$ cat src/lic_defs.svh
// constants for the link identity and control register bank
// assumes a 20 MHz system clock and a byte-addressed host port
`ifndef LIC_DEFS_SVH
`define LIC_DEFS_SVH

// host port address space
`define LIC_ADDR_W          12
`define LIC_OFS_IDENT       12'h000
`define LIC_OFS_CTRL        12'h004
`define LIC_WORD_LSB        2

// node identity field layout
`define LIC_BUS_W           10
`define LIC_NODE_W          6
`define LIC_BUS_MSB         31
`define LIC_BUS_LSB         22
`define LIC_NODE_MSB        21
`define LIC_NODE_LSB        16
`define LIC_PART_MSB        15
`define LIC_PART_LSB        8
`define LIC_REV_MSB         7
`define LIC_REV_LSB         0
`define LIC_BUS_ALL_ONES    10'h3ff
`define LIC_NODE_RST        6'h3f
`define LIC_NODE_BCAST      6'h3f

// arbitrary identity codes, not those of any real part
`define LIC_PART_DFLT       8'h5a
`define LIC_REV_DFLT        8'h0c

// general link control bit positions
`define LIC_CTL_STRAP       22
`define LIC_CTL_TXRST       21
`define LIC_CTL_RXRST       20
`define LIC_CTL_PIFRST      18

// interface reset timing
`define LIC_CLK_NS          50
`define LIC_PIF_HOLD_NS     100
`define LIC_PIF_RECOV_NS    100
`define LIC_PIF_CNT_W       4
`define LIC_PIF_HOLD_CYC    ((`LIC_PIF_HOLD_NS+`LIC_CLK_NS-1)/`LIC_CLK_NS)
`define LIC_PIF_RECOV_CYC   ((`LIC_PIF_RECOV_NS+`LIC_CLK_NS-1)/`LIC_CLK_NS)

`endif

$ cat src/lic_pkg.sv
// types and shared helpers of the link identity register bank
// assumes lic_defs.svh is on the include path
`include "lic_defs.svh"

package lic_pkg;

    // interface reset sequencer states
    typedef enum logic [1:0] {PIF_IDLE, PIF_HOLD, PIF_WAIT} lic_pif_st_t;

    typedef struct packed {
        lic_pif_st_t                st;
        logic [`LIC_PIF_CNT_W-1:0]  cnt;
    } lic_pif_reg_t;

    typedef struct packed {
        logic [`LIC_BUS_W-1:0]  bus_number_field;
        logic [`LIC_NODE_W-1:0] node_number_field;
        logic                   strap;
        logic                   tx_rst;
        logic                   rx_rst;
        logic                   ack;
        logic [31:0]            rdata;
    } lic_regs_reg_t;

    // host word order; both swaps are their own inverse
    function automatic logic [31:0] lic_swap(
        input logic [31:0] d,
        input logic        le,
        input logic        inv
    );
        logic [31:0] r;
        r = d;
        if (le && inv)
            r = {d[15:0], d[31:16]};
        else if (le)
            r = {d[7:0], d[15:8], d[23:16], d[31:24]};
        return r;
    endfunction : lic_swap

endpackage : lic_pkg

$ cat src/lic_pif_if.sv
// handshake between the register bank and the interface reset sequencer
// assumes both ends share one clock
interface lic_pif_if;
    logic start;
    logic busy;
    logic phy_rst;

    modport ctrl (output start, input busy, input phy_rst);
    modport seq  (input start, output busy, output phy_rst);
endinterface : lic_pif_if

$ cat src/lic_regs.sv
// node identity and general link control registers on the host port
// assumes host port inputs synchronous to i_clk; power reset = i_sys_rst
//
// Contract
// - after bus reset completes, node number loads from the phy unaided
// - bus number is 10-bit writable, forced to 0x3FF on bus reset
// - bus and node numbers form source address and filter incoming
// - node number writable by software but overwritten by phy assignment
// - identity shows read-only part code 15:8 and revision 7:0
// - control bit 22 holds byte-order strap sampled at power reset
// - strap 0 means big-endian host port, 1 means little-endian
// - in little-endian, data-swap pin selects data placement
// - control bit 21 set holds the transmitter in synchronous reset
// - control bit 20 set holds the receiver in synchronous reset
// - writing one to control bit 18 starts a phy-link interface reset
// - bit 18 clears itself once the interface reset is done
`include "lic_defs.svh"

module lic_regs
    import lic_pkg::*;
#(
    parameter logic [7:0] PART_CODE = `LIC_PART_DFLT, // arbitrary value
    parameter logic [7:0] REV_CODE  = `LIC_REV_DFLT   // arbitrary value
)
(
    input  wire logic                   i_clk,
    input  wire logic                   i_sys_rst,
    input  wire logic                   i_ce,
    input  wire logic                   i_hp_sel,
    input  wire logic                   i_hp_wr,
    input  wire logic                   i_hp_rd,
    input  wire logic [`LIC_ADDR_W-1:0] i_hp_addr,
    input  wire logic [31:0]            i_hp_wdata,
    output      logic [31:0]            o_hp_rdata,
    output      logic                   o_hp_ack,
    input  wire logic                   i_av2_error_byte_order_pin,
    input  wire logic                   i_data_swap_pin,
    input  wire logic                   i_bus_reset,
    input  wire logic                   i_phy_node_valid,
    input  wire logic [5:0]             i_phy_node_num,
    input  wire logic [15:0]            i_rx_dest_addr,
    output      logic [15:0]            o_src_addr,
    output      logic                   o_rx_accept,
    output      logic                   o_byte_order_strap,
    output      logic                   o_transmitter_soft_reset,
    output      logic                   o_receiver_soft_reset,
    output      logic                   o_phy_link_if_reset
);

    lic_regs_reg_t st_reg;
    lic_regs_reg_t st_next;

    lic_pif_if     u_pif ();

    logic          hit_ident;
    logic          hit_ctrl;
    logic          wr_req;
    logic          rd_req;
    logic [31:0]   wr_word;
    logic [31:0]   ident_word;
    logic [31:0]   ctrl_word;
    logic [31:0]   rd_word;

    // interface reset sequencer
    lic_pif_seq u_pif_seq (
        .i_clk      (i_clk),
        .i_sys_rst  (i_sys_rst),
        .i_ce       (i_ce),
        .pif        (u_pif.seq)
    );

    // word match above the byte lanes; offsets arrive as typed arguments
    function automatic logic word_hit(
        input logic [`LIC_ADDR_W-1:0] addr,
        input logic [`LIC_ADDR_W-1:0] ofs
    );
        return addr[`LIC_ADDR_W-1:`LIC_WORD_LSB]
               == ofs[`LIC_ADDR_W-1:`LIC_WORD_LSB];
    endfunction : word_hit

    // address decode: one aligned word per register
    always_comb
    begin
        hit_ident = word_hit(i_hp_addr, `LIC_OFS_IDENT);
        hit_ctrl  = word_hit(i_hp_addr, `LIC_OFS_CTRL);
        wr_req    = i_hp_sel && i_hp_wr;
        rd_req    = i_hp_sel && i_hp_rd && !i_hp_wr;
    end

    // host data is turned into register order before it lands
    assign wr_word = lic_swap(i_hp_wdata, st_reg.strap,
                              i_data_swap_pin);

    // identity word as seen by software
    always_comb
    begin
        ident_word = 32'h0000_0000;
        ident_word[`LIC_BUS_MSB:`LIC_BUS_LSB]   = st_reg.bus_number_field;
        ident_word[`LIC_NODE_MSB:`LIC_NODE_LSB] = st_reg.node_number_field;
        ident_word[`LIC_PART_MSB:`LIC_PART_LSB] = PART_CODE;
        ident_word[`LIC_REV_MSB:`LIC_REV_LSB]   = REV_CODE;
    end

    // control word; unlisted bits read as zero
    always_comb
    begin
        ctrl_word = 32'h0000_0000;
        ctrl_word[`LIC_CTL_STRAP]  = st_reg.strap;
        ctrl_word[`LIC_CTL_TXRST]  = st_reg.tx_rst;
        ctrl_word[`LIC_CTL_RXRST]  = st_reg.rx_rst;
        // shows only while the sequence runs, so rarely seen set
        ctrl_word[`LIC_CTL_PIFRST] = u_pif.busy;
    end

    // read mux; unmapped offsets return zero
    always_comb
    begin
        if (hit_ident)
            rd_word = ident_word;
        else if (hit_ctrl)
            rd_word = ctrl_word;
        else
            rd_word = 32'h0000_0000;
    end

    // a write of one to bit 18 while idle kicks off the sequence
    assign u_pif.start = i_ce && wr_req && hit_ctrl
                         && wr_word[`LIC_CTL_PIFRST]
                         && !u_pif.busy;

    // next state of the bank
    always_comb
    begin
        st_next       = st_reg;
        st_next.ack   = 1'b0;

        // software writes first, hardware updates below win
        if (wr_req && hit_ident)
        begin
            st_next.bus_number_field  = wr_word[`LIC_BUS_MSB:`LIC_BUS_LSB];
            st_next.node_number_field = wr_word[`LIC_NODE_MSB:`LIC_NODE_LSB];
            // part and revision codes have no storage
        end
        if (wr_req && hit_ctrl)
        begin
            st_next.tx_rst = wr_word[`LIC_CTL_TXRST];
            st_next.rx_rst = wr_word[`LIC_CTL_RXRST];
            // strap bit is not touched by writes
        end

        // bus reset beats a same-cycle software write
        if (i_bus_reset)
            st_next.bus_number_field = `LIC_BUS_ALL_ONES;

        // phy assignment beats a same-cycle software write
        if (i_phy_node_valid)
            st_next.node_number_field = i_phy_node_num;

        // answer every selected access one cycle later
        if (wr_req || rd_req)
            st_next.ack = 1'b1;
        if (rd_req)
            st_next.rdata = lic_swap(rd_word, st_reg.strap,
                                     i_data_swap_pin);

        // power reset: defaults, and the strap is caught from its pin
        if (i_sys_rst)
        begin
            st_next.bus_number_field  = `LIC_BUS_ALL_ONES;
            st_next.node_number_field = `LIC_NODE_RST;
            st_next.tx_rst  = 1'b0;
            st_next.rx_rst  = 1'b0;
            st_next.ack     = 1'b0;
            st_next.rdata   = 32'h0000_0000;
            st_next.strap   = i_av2_error_byte_order_pin;
        end
    end

    // single state register; reset acts even with the enable low
    always_ff @(posedge i_clk)
    begin
        if (i_sys_rst || i_ce)
            st_reg <= st_next;
    end

    // outputs
    assign o_hp_rdata               = st_reg.rdata;
    assign o_hp_ack                 = st_reg.ack;
    assign o_byte_order_strap       = st_reg.strap;
    assign o_src_addr               = {st_reg.bus_number_field,
                                       st_reg.node_number_field};
    assign o_transmitter_soft_reset = st_reg.tx_rst;
    assign o_receiver_soft_reset    = st_reg.rx_rst;
    assign o_phy_link_if_reset      = u_pif.phy_rst;

    // incoming filter: own address or broadcast node on own bus
    assign o_rx_accept =
        (i_rx_dest_addr[15:6] == st_reg.bus_number_field)
        && ((i_rx_dest_addr[5:0] == st_reg.node_number_field)
            || (i_rx_dest_addr[5:0] == `LIC_NODE_BCAST));

    // picks one bit out of a computed word, which cannot be sliced directly
    function automatic logic ctl_bit(
        input logic [31:0] w,
        input int          pos
    );
        return w[pos];
    endfunction : ctl_bit
endmodule : lic_regs

$ cat src/lic_pif_seq.sv
// phy-link interface reset sequencer: hold phase, then recovery wait
// assumes start is a one-cycle pulse from the register bank
`include "lic_defs.svh"

module lic_pif_seq
    import lic_pkg::*;
(
    input  wire logic   i_clk,
    input  wire logic   i_sys_rst,
    input  wire logic   i_ce,
    lic_pif_if.seq      pif
);

    lic_pif_reg_t st_reg;
    lic_pif_reg_t st_next;

    // hold the interface reset, then let the phy settle
    always_comb
    begin
        st_next = st_reg;
        unique case (st_reg.st)
            PIF_IDLE:
            begin
                if (pif.start)
                begin
                    st_next.st  = PIF_HOLD;
                    st_next.cnt = `LIC_PIF_CNT_W'(`LIC_PIF_HOLD_CYC - 1);
                end
            end
            PIF_HOLD:
            begin
                if (st_reg.cnt == '0)
                begin
                    st_next.st  = PIF_WAIT;
                    st_next.cnt = `LIC_PIF_CNT_W'(`LIC_PIF_RECOV_CYC - 1);
                end
                else
                    st_next.cnt = st_reg.cnt - 1'b1;
            end
            PIF_WAIT:
            begin
                // back to idle clears the control bit by itself
                if (st_reg.cnt == '0)
                    st_next.st = PIF_IDLE;
                else
                    st_next.cnt = st_reg.cnt - 1'b1;
            end
            default:
                st_next.st = PIF_IDLE;
        endcase
    end

    // state register, frozen while the clock enable is low
    always_ff @(posedge i_clk)
    begin
        if (i_sys_rst)
            st_reg <= '{st: PIF_IDLE, cnt: '0};
        else if (i_ce)
            st_reg <= st_next;
    end

    assign pif.busy    = (st_reg.st != PIF_IDLE);
    assign pif.phy_rst = (st_reg.st == PIF_HOLD);

endmodule : lic_pif_seq

$ cat config.mk
export PLATFORM = sky130hd
export DESIGN_NAME = lic_regs
export DESIGN_NICKNAME = d
export VERILOG_FILES = /design/src/lic_pkg.sv /design/src/lic_pif_if.sv /design/src/lic_regs.sv /design/src/lic_pif_seq.sv
export VERILOG_INCLUDE_DIRS = /design/src /design/src/src
export SDC_FILE = /design/constraint.sdc
export NUM_CORES = 1
export LEC_CHECK = 0
export BUFFER_PORTS_ARGS = -buffer_cell sky130_fd_sc_hd__buf_4
export CORE_ASPECT_RATIO = 1.1
export CORE_MARGIN = 2
export CORE_UTILIZATION = 49
export DETAILED_ROUTE_END_ITERATION = 7
export PLACE_DENSITY = 0.81
export SLEW_MARGIN = 20
export SYNTH_ARGS = -nofsm -noshare
export SYNTH_HDL_FRONTEND = slang
export SYNTH_HIERARCHICAL = 1
export SYNTH_SLANG_ARGS = --single-unit
$ cat constraint.sdc
create_clock -name i_clk -period 2.8 [get_ports i_clk]
set_input_delay 0.28 -clock i_clk [delete_from_list [all_inputs] [get_ports i_clk]]
set_output_delay 0.28 -clock i_clk [all_outputs]
set_load 0.005 [all_outputs]
==> PnR_summary.wiki <==
{| class="wikitable"
! Metric !! Value
|-
| Outcome || completed
|-
| Placer's final routability congestion estimate || 0.8427
|-
| Number of port buffers || 127
|-
| Via Count || 2911
|-
| Required time reported for the critical path endpoint || between 3000 and 4000 ps
|-
| Placement row count || 31
|-
| Area growth, synth to finish || 34.26%
|-
| Count of inserted antenna diode cells || 0
|-
| Rel. slew slack || 54.56%
|-
| Critical path startpoint category || flop
|-
| Setup repair after global routing missed its margin || false
|-
| Post-Synthesis Net Count || slightly above 400
|-
| Initial core utilization || between 50% and 60%
|-
| Leakage power || between 1.5 and 2 nW
|-
| Final Critical Period || roughly 2100 ps
|-
| Buffer levels on the longest clock path || 2
|-
| Max capacitance violation total || 0
|-
| Maximum level of the CTS H-tree || 3
|-
| Post-Syn Area || ~3400 um2
|-
| Total routing resource utilization after global routing || 22.56%
|-
| Pre-CTS setup slack || 586.1 ps
|-
| Largest cells by area after synthesis || edfxtp_1 46%, mux2i_1 8.9%, nor2_1 4.6%
|-
| Clock transition at the register clock pins on the worst setup and hold paths after CTS || 70 ps
|-
| Final wirelength || 8406 um
|-
| Min-Delay Path Class || primary input to flop
|-
| Cell type of the slowest stage on the worst timing path || or4_1
|-
| Clock tree from TritonCTS || built
|-
| Final worst slack || 675.6 ps
|-
| Antenna violations before repair || 0
|-
| Max-slew violation total from the final report || 0
|-
| Count of boundary I/O pins || 130
|-
| Die area || around 7500 um2
|-
| Pin slew with the least headroom to its limit || 679.1 ps
|-
| Count of clock tree sinks || 58
|-
| Per-cell routed wire length || 15.60 um
|-
| Cell with the most instances after synthesis || edfxtp_1
|-
| Total clock buffers created by CTS || 9
|-
| Longest individual stage delay on the worst path || approximately 480 ps
|-
| Utilization after layout || 68.41%
|-
| Worst Setup Path Type || flop to flop
|-
| Setup TNS || 0 ps
|-
| Total half-perimeter wirelength after legalization and detailed placement || 6366 um
|-
| Crit-path most repeated cell || inv_1
|-
| Worst-path cell chain || inv_1 -> ha_1 -> inv_1 -> nor4_1 -> nand2b_4 -> nand3b_4 -> or4_1 -> a21oi_1
|-
| Worst setup skew after layout || 9.489 ps
|-
| Nets || roughly 530
|-
| Post-CTS setup buffer count || 0
|-
| Grt total ovfl || 0
|-
| Count of buffering cells on the critical path with inverters included || 2
|-
| Worst skew pair latency || 330 ps
|-
| Highest attainable clock frequency || 470.7 MHz
|-
| Proportion of netlist area held by the largest area contributor || between 40% and 50%
|-
| Share of cells above drive strength 1 || around a third
|-
| CP top delay family || simple AND/OR/NAND/NOR gates
|-
| Post-synth ARST share || 0%
|-
| Post-Synthesis Mean Instance Area || 10.18 um2
|-
| Most instantiated cells after synthesis || 52 x edfxtp_1, 41 x nor2_1, 33 x nand2_1
|-
| Yosys warnings || 6
|-
| Max FO, Critical Path || 8
|-
| # resized after CTS || 0
|-
| Die height || slightly above 90 um
|-
| Routed vias/inst || 5.401
|-
| EDFF count, synth || 52
|-
| Pin count of the biggest net entering global routing || 61
|-
| Sequential cell area fraction in the yosys report || 50.06%
|-
| Post-Syn Instances || 330
|-
| CP Capture Type || flop
|-
| Pwr Density || 455.6 nW/um2
|-
| Core area || 6594 um2
|-
| First-pass DRT Iterations || 4
|-
| Share of the clock period used by the worst path after layout || between 70% and 80%
|-
| Total power || 2.055 mW
|-
| Number of failing setup endpoints in the final timing report || 0
|-
| Primary flip-flop cell chosen by synthesis mapping || edfxtp_1
|-
| Maximum ir drop on the vdd rail || 0.0003302 V
|-
| Die extent in x || 82.95 um
|-
| Post-cts hold buffer count || 0
|-
| Number of distinct library cells after synthesis || 46
|-
| Global-route wire length before repair || 13440 um
|-
| Number of DRC markers after the initial detailed-route iteration || 204
|-
| Clock Tree Root || clkbuf_8
|-
| Count of endpoints failing hold in the final timing report || 0
|-
| Largest register FFs || 32
|-
| Post-detailed-route count of antenna-violating nets || 0
|-
| Flop and latch count out of synthesis || 58
|-
| Via count of the first global-routing pass || 2851
|-
| DRC viols || 0
|-
| Cell taking the most area after synthesis || edfxtp_1
|-
| CP arrival || 2390 ps
|}
-- path summary, 6_finish.rpt --
check	from	to	slack, ps	cells past startpoint
setup reg to reg	u_pif_seq/st_reg[5]	u_pif_seq/st_reg[1]	680	8
setup / recovery	u_pif_seq/st_reg[5]	u_pif_seq/st_reg[1]	680	8
hold / removal	i_av2_error_byte_order_pin	o_byte_order_strap	130	1
hold reg to reg	u_pif_seq/st_reg[1]	u_pif_seq/st_reg[1]	500	2
-- kinds of logic (layout without fill, tap and decap cells) --
logic type               Yosys count  in the layout  synth area share [%]
XOR/XNOR                          16             16                 4.171
buffers and inverters             29            156                 3.613
flip-flops                        58             58                 50.06
AND/OR/NAND/NOR                  128            128                 20.22
adder cells (fa/ha/maj)            6              6                 2.235
multiplexers                      30             30                 8.939
AO/OA/AOI/OAI                     63             63                 10.76
-- per-stage QoR --
step	area (um2)	hold slack, ps	instances
2_1_floorplan	3359	349.1	330
3_3_place_gp	4358	459.1	523
3_5_place_dp	4358	466.3	523
4_1_cts	4511	122.7	539
5_1_grt	4511	126.5	539
6_report	4511	128.7	539
-- per-layer routing --
| metal | part of all wire [%] | up-vias | wire length [um] | global-route usage [%] |
|---|---|---|---|---|
| met5 | 0 | - | 0 | 0 |
| li1 | - | 1431 | - | - |
| met2 | 53 | 121 | 4444 | 38.64 |
| met3 | 7.0 | 12 | 588 | 4.662 |
| met4 | 1.8 | 0 | 153 | 10.66 |
| met1 | 38 | 1347 | 3220 | 27.06 |
-- layout make-up --
type / instances / area [um2]
Tap cell: 82 / 102.6
Timing Repair Buffer: 131 / 983.4
Inverter: 9 / 33.78
Clock inverter: 5 / 21.27
Fill cell: 525 / 2083
Clock buffer: 11 / 131.4
Multi-Input combinational cell: 243 / 1556
Sequential cell: 58 / 1682
-- placed cells by master, fill, tap and decap left out, types with 7 or more instances in the layout --
cell type,netlist,routed
clkbuf_8,0,9
xor2_1,12,12
a21oi_1,24,24
nand2_1,33,33
mux2i_1,30,30
o21ai_0,23,23
inv_1,9,9
edfxtp_1,52,52
nor2_1,41,41
nand2b_1,7,7
nand3_1,11,11
buf_4,1,131
-- power by group --
part	leakage, nW	switching [mW]	internal (mW)
Combinational	1.34	0.191	0.206
Clock	0.0796	0.309	0.309
Sequential	0.559	0.0442	0.995
Note: power is estimated with default switching activity, not from simulation.
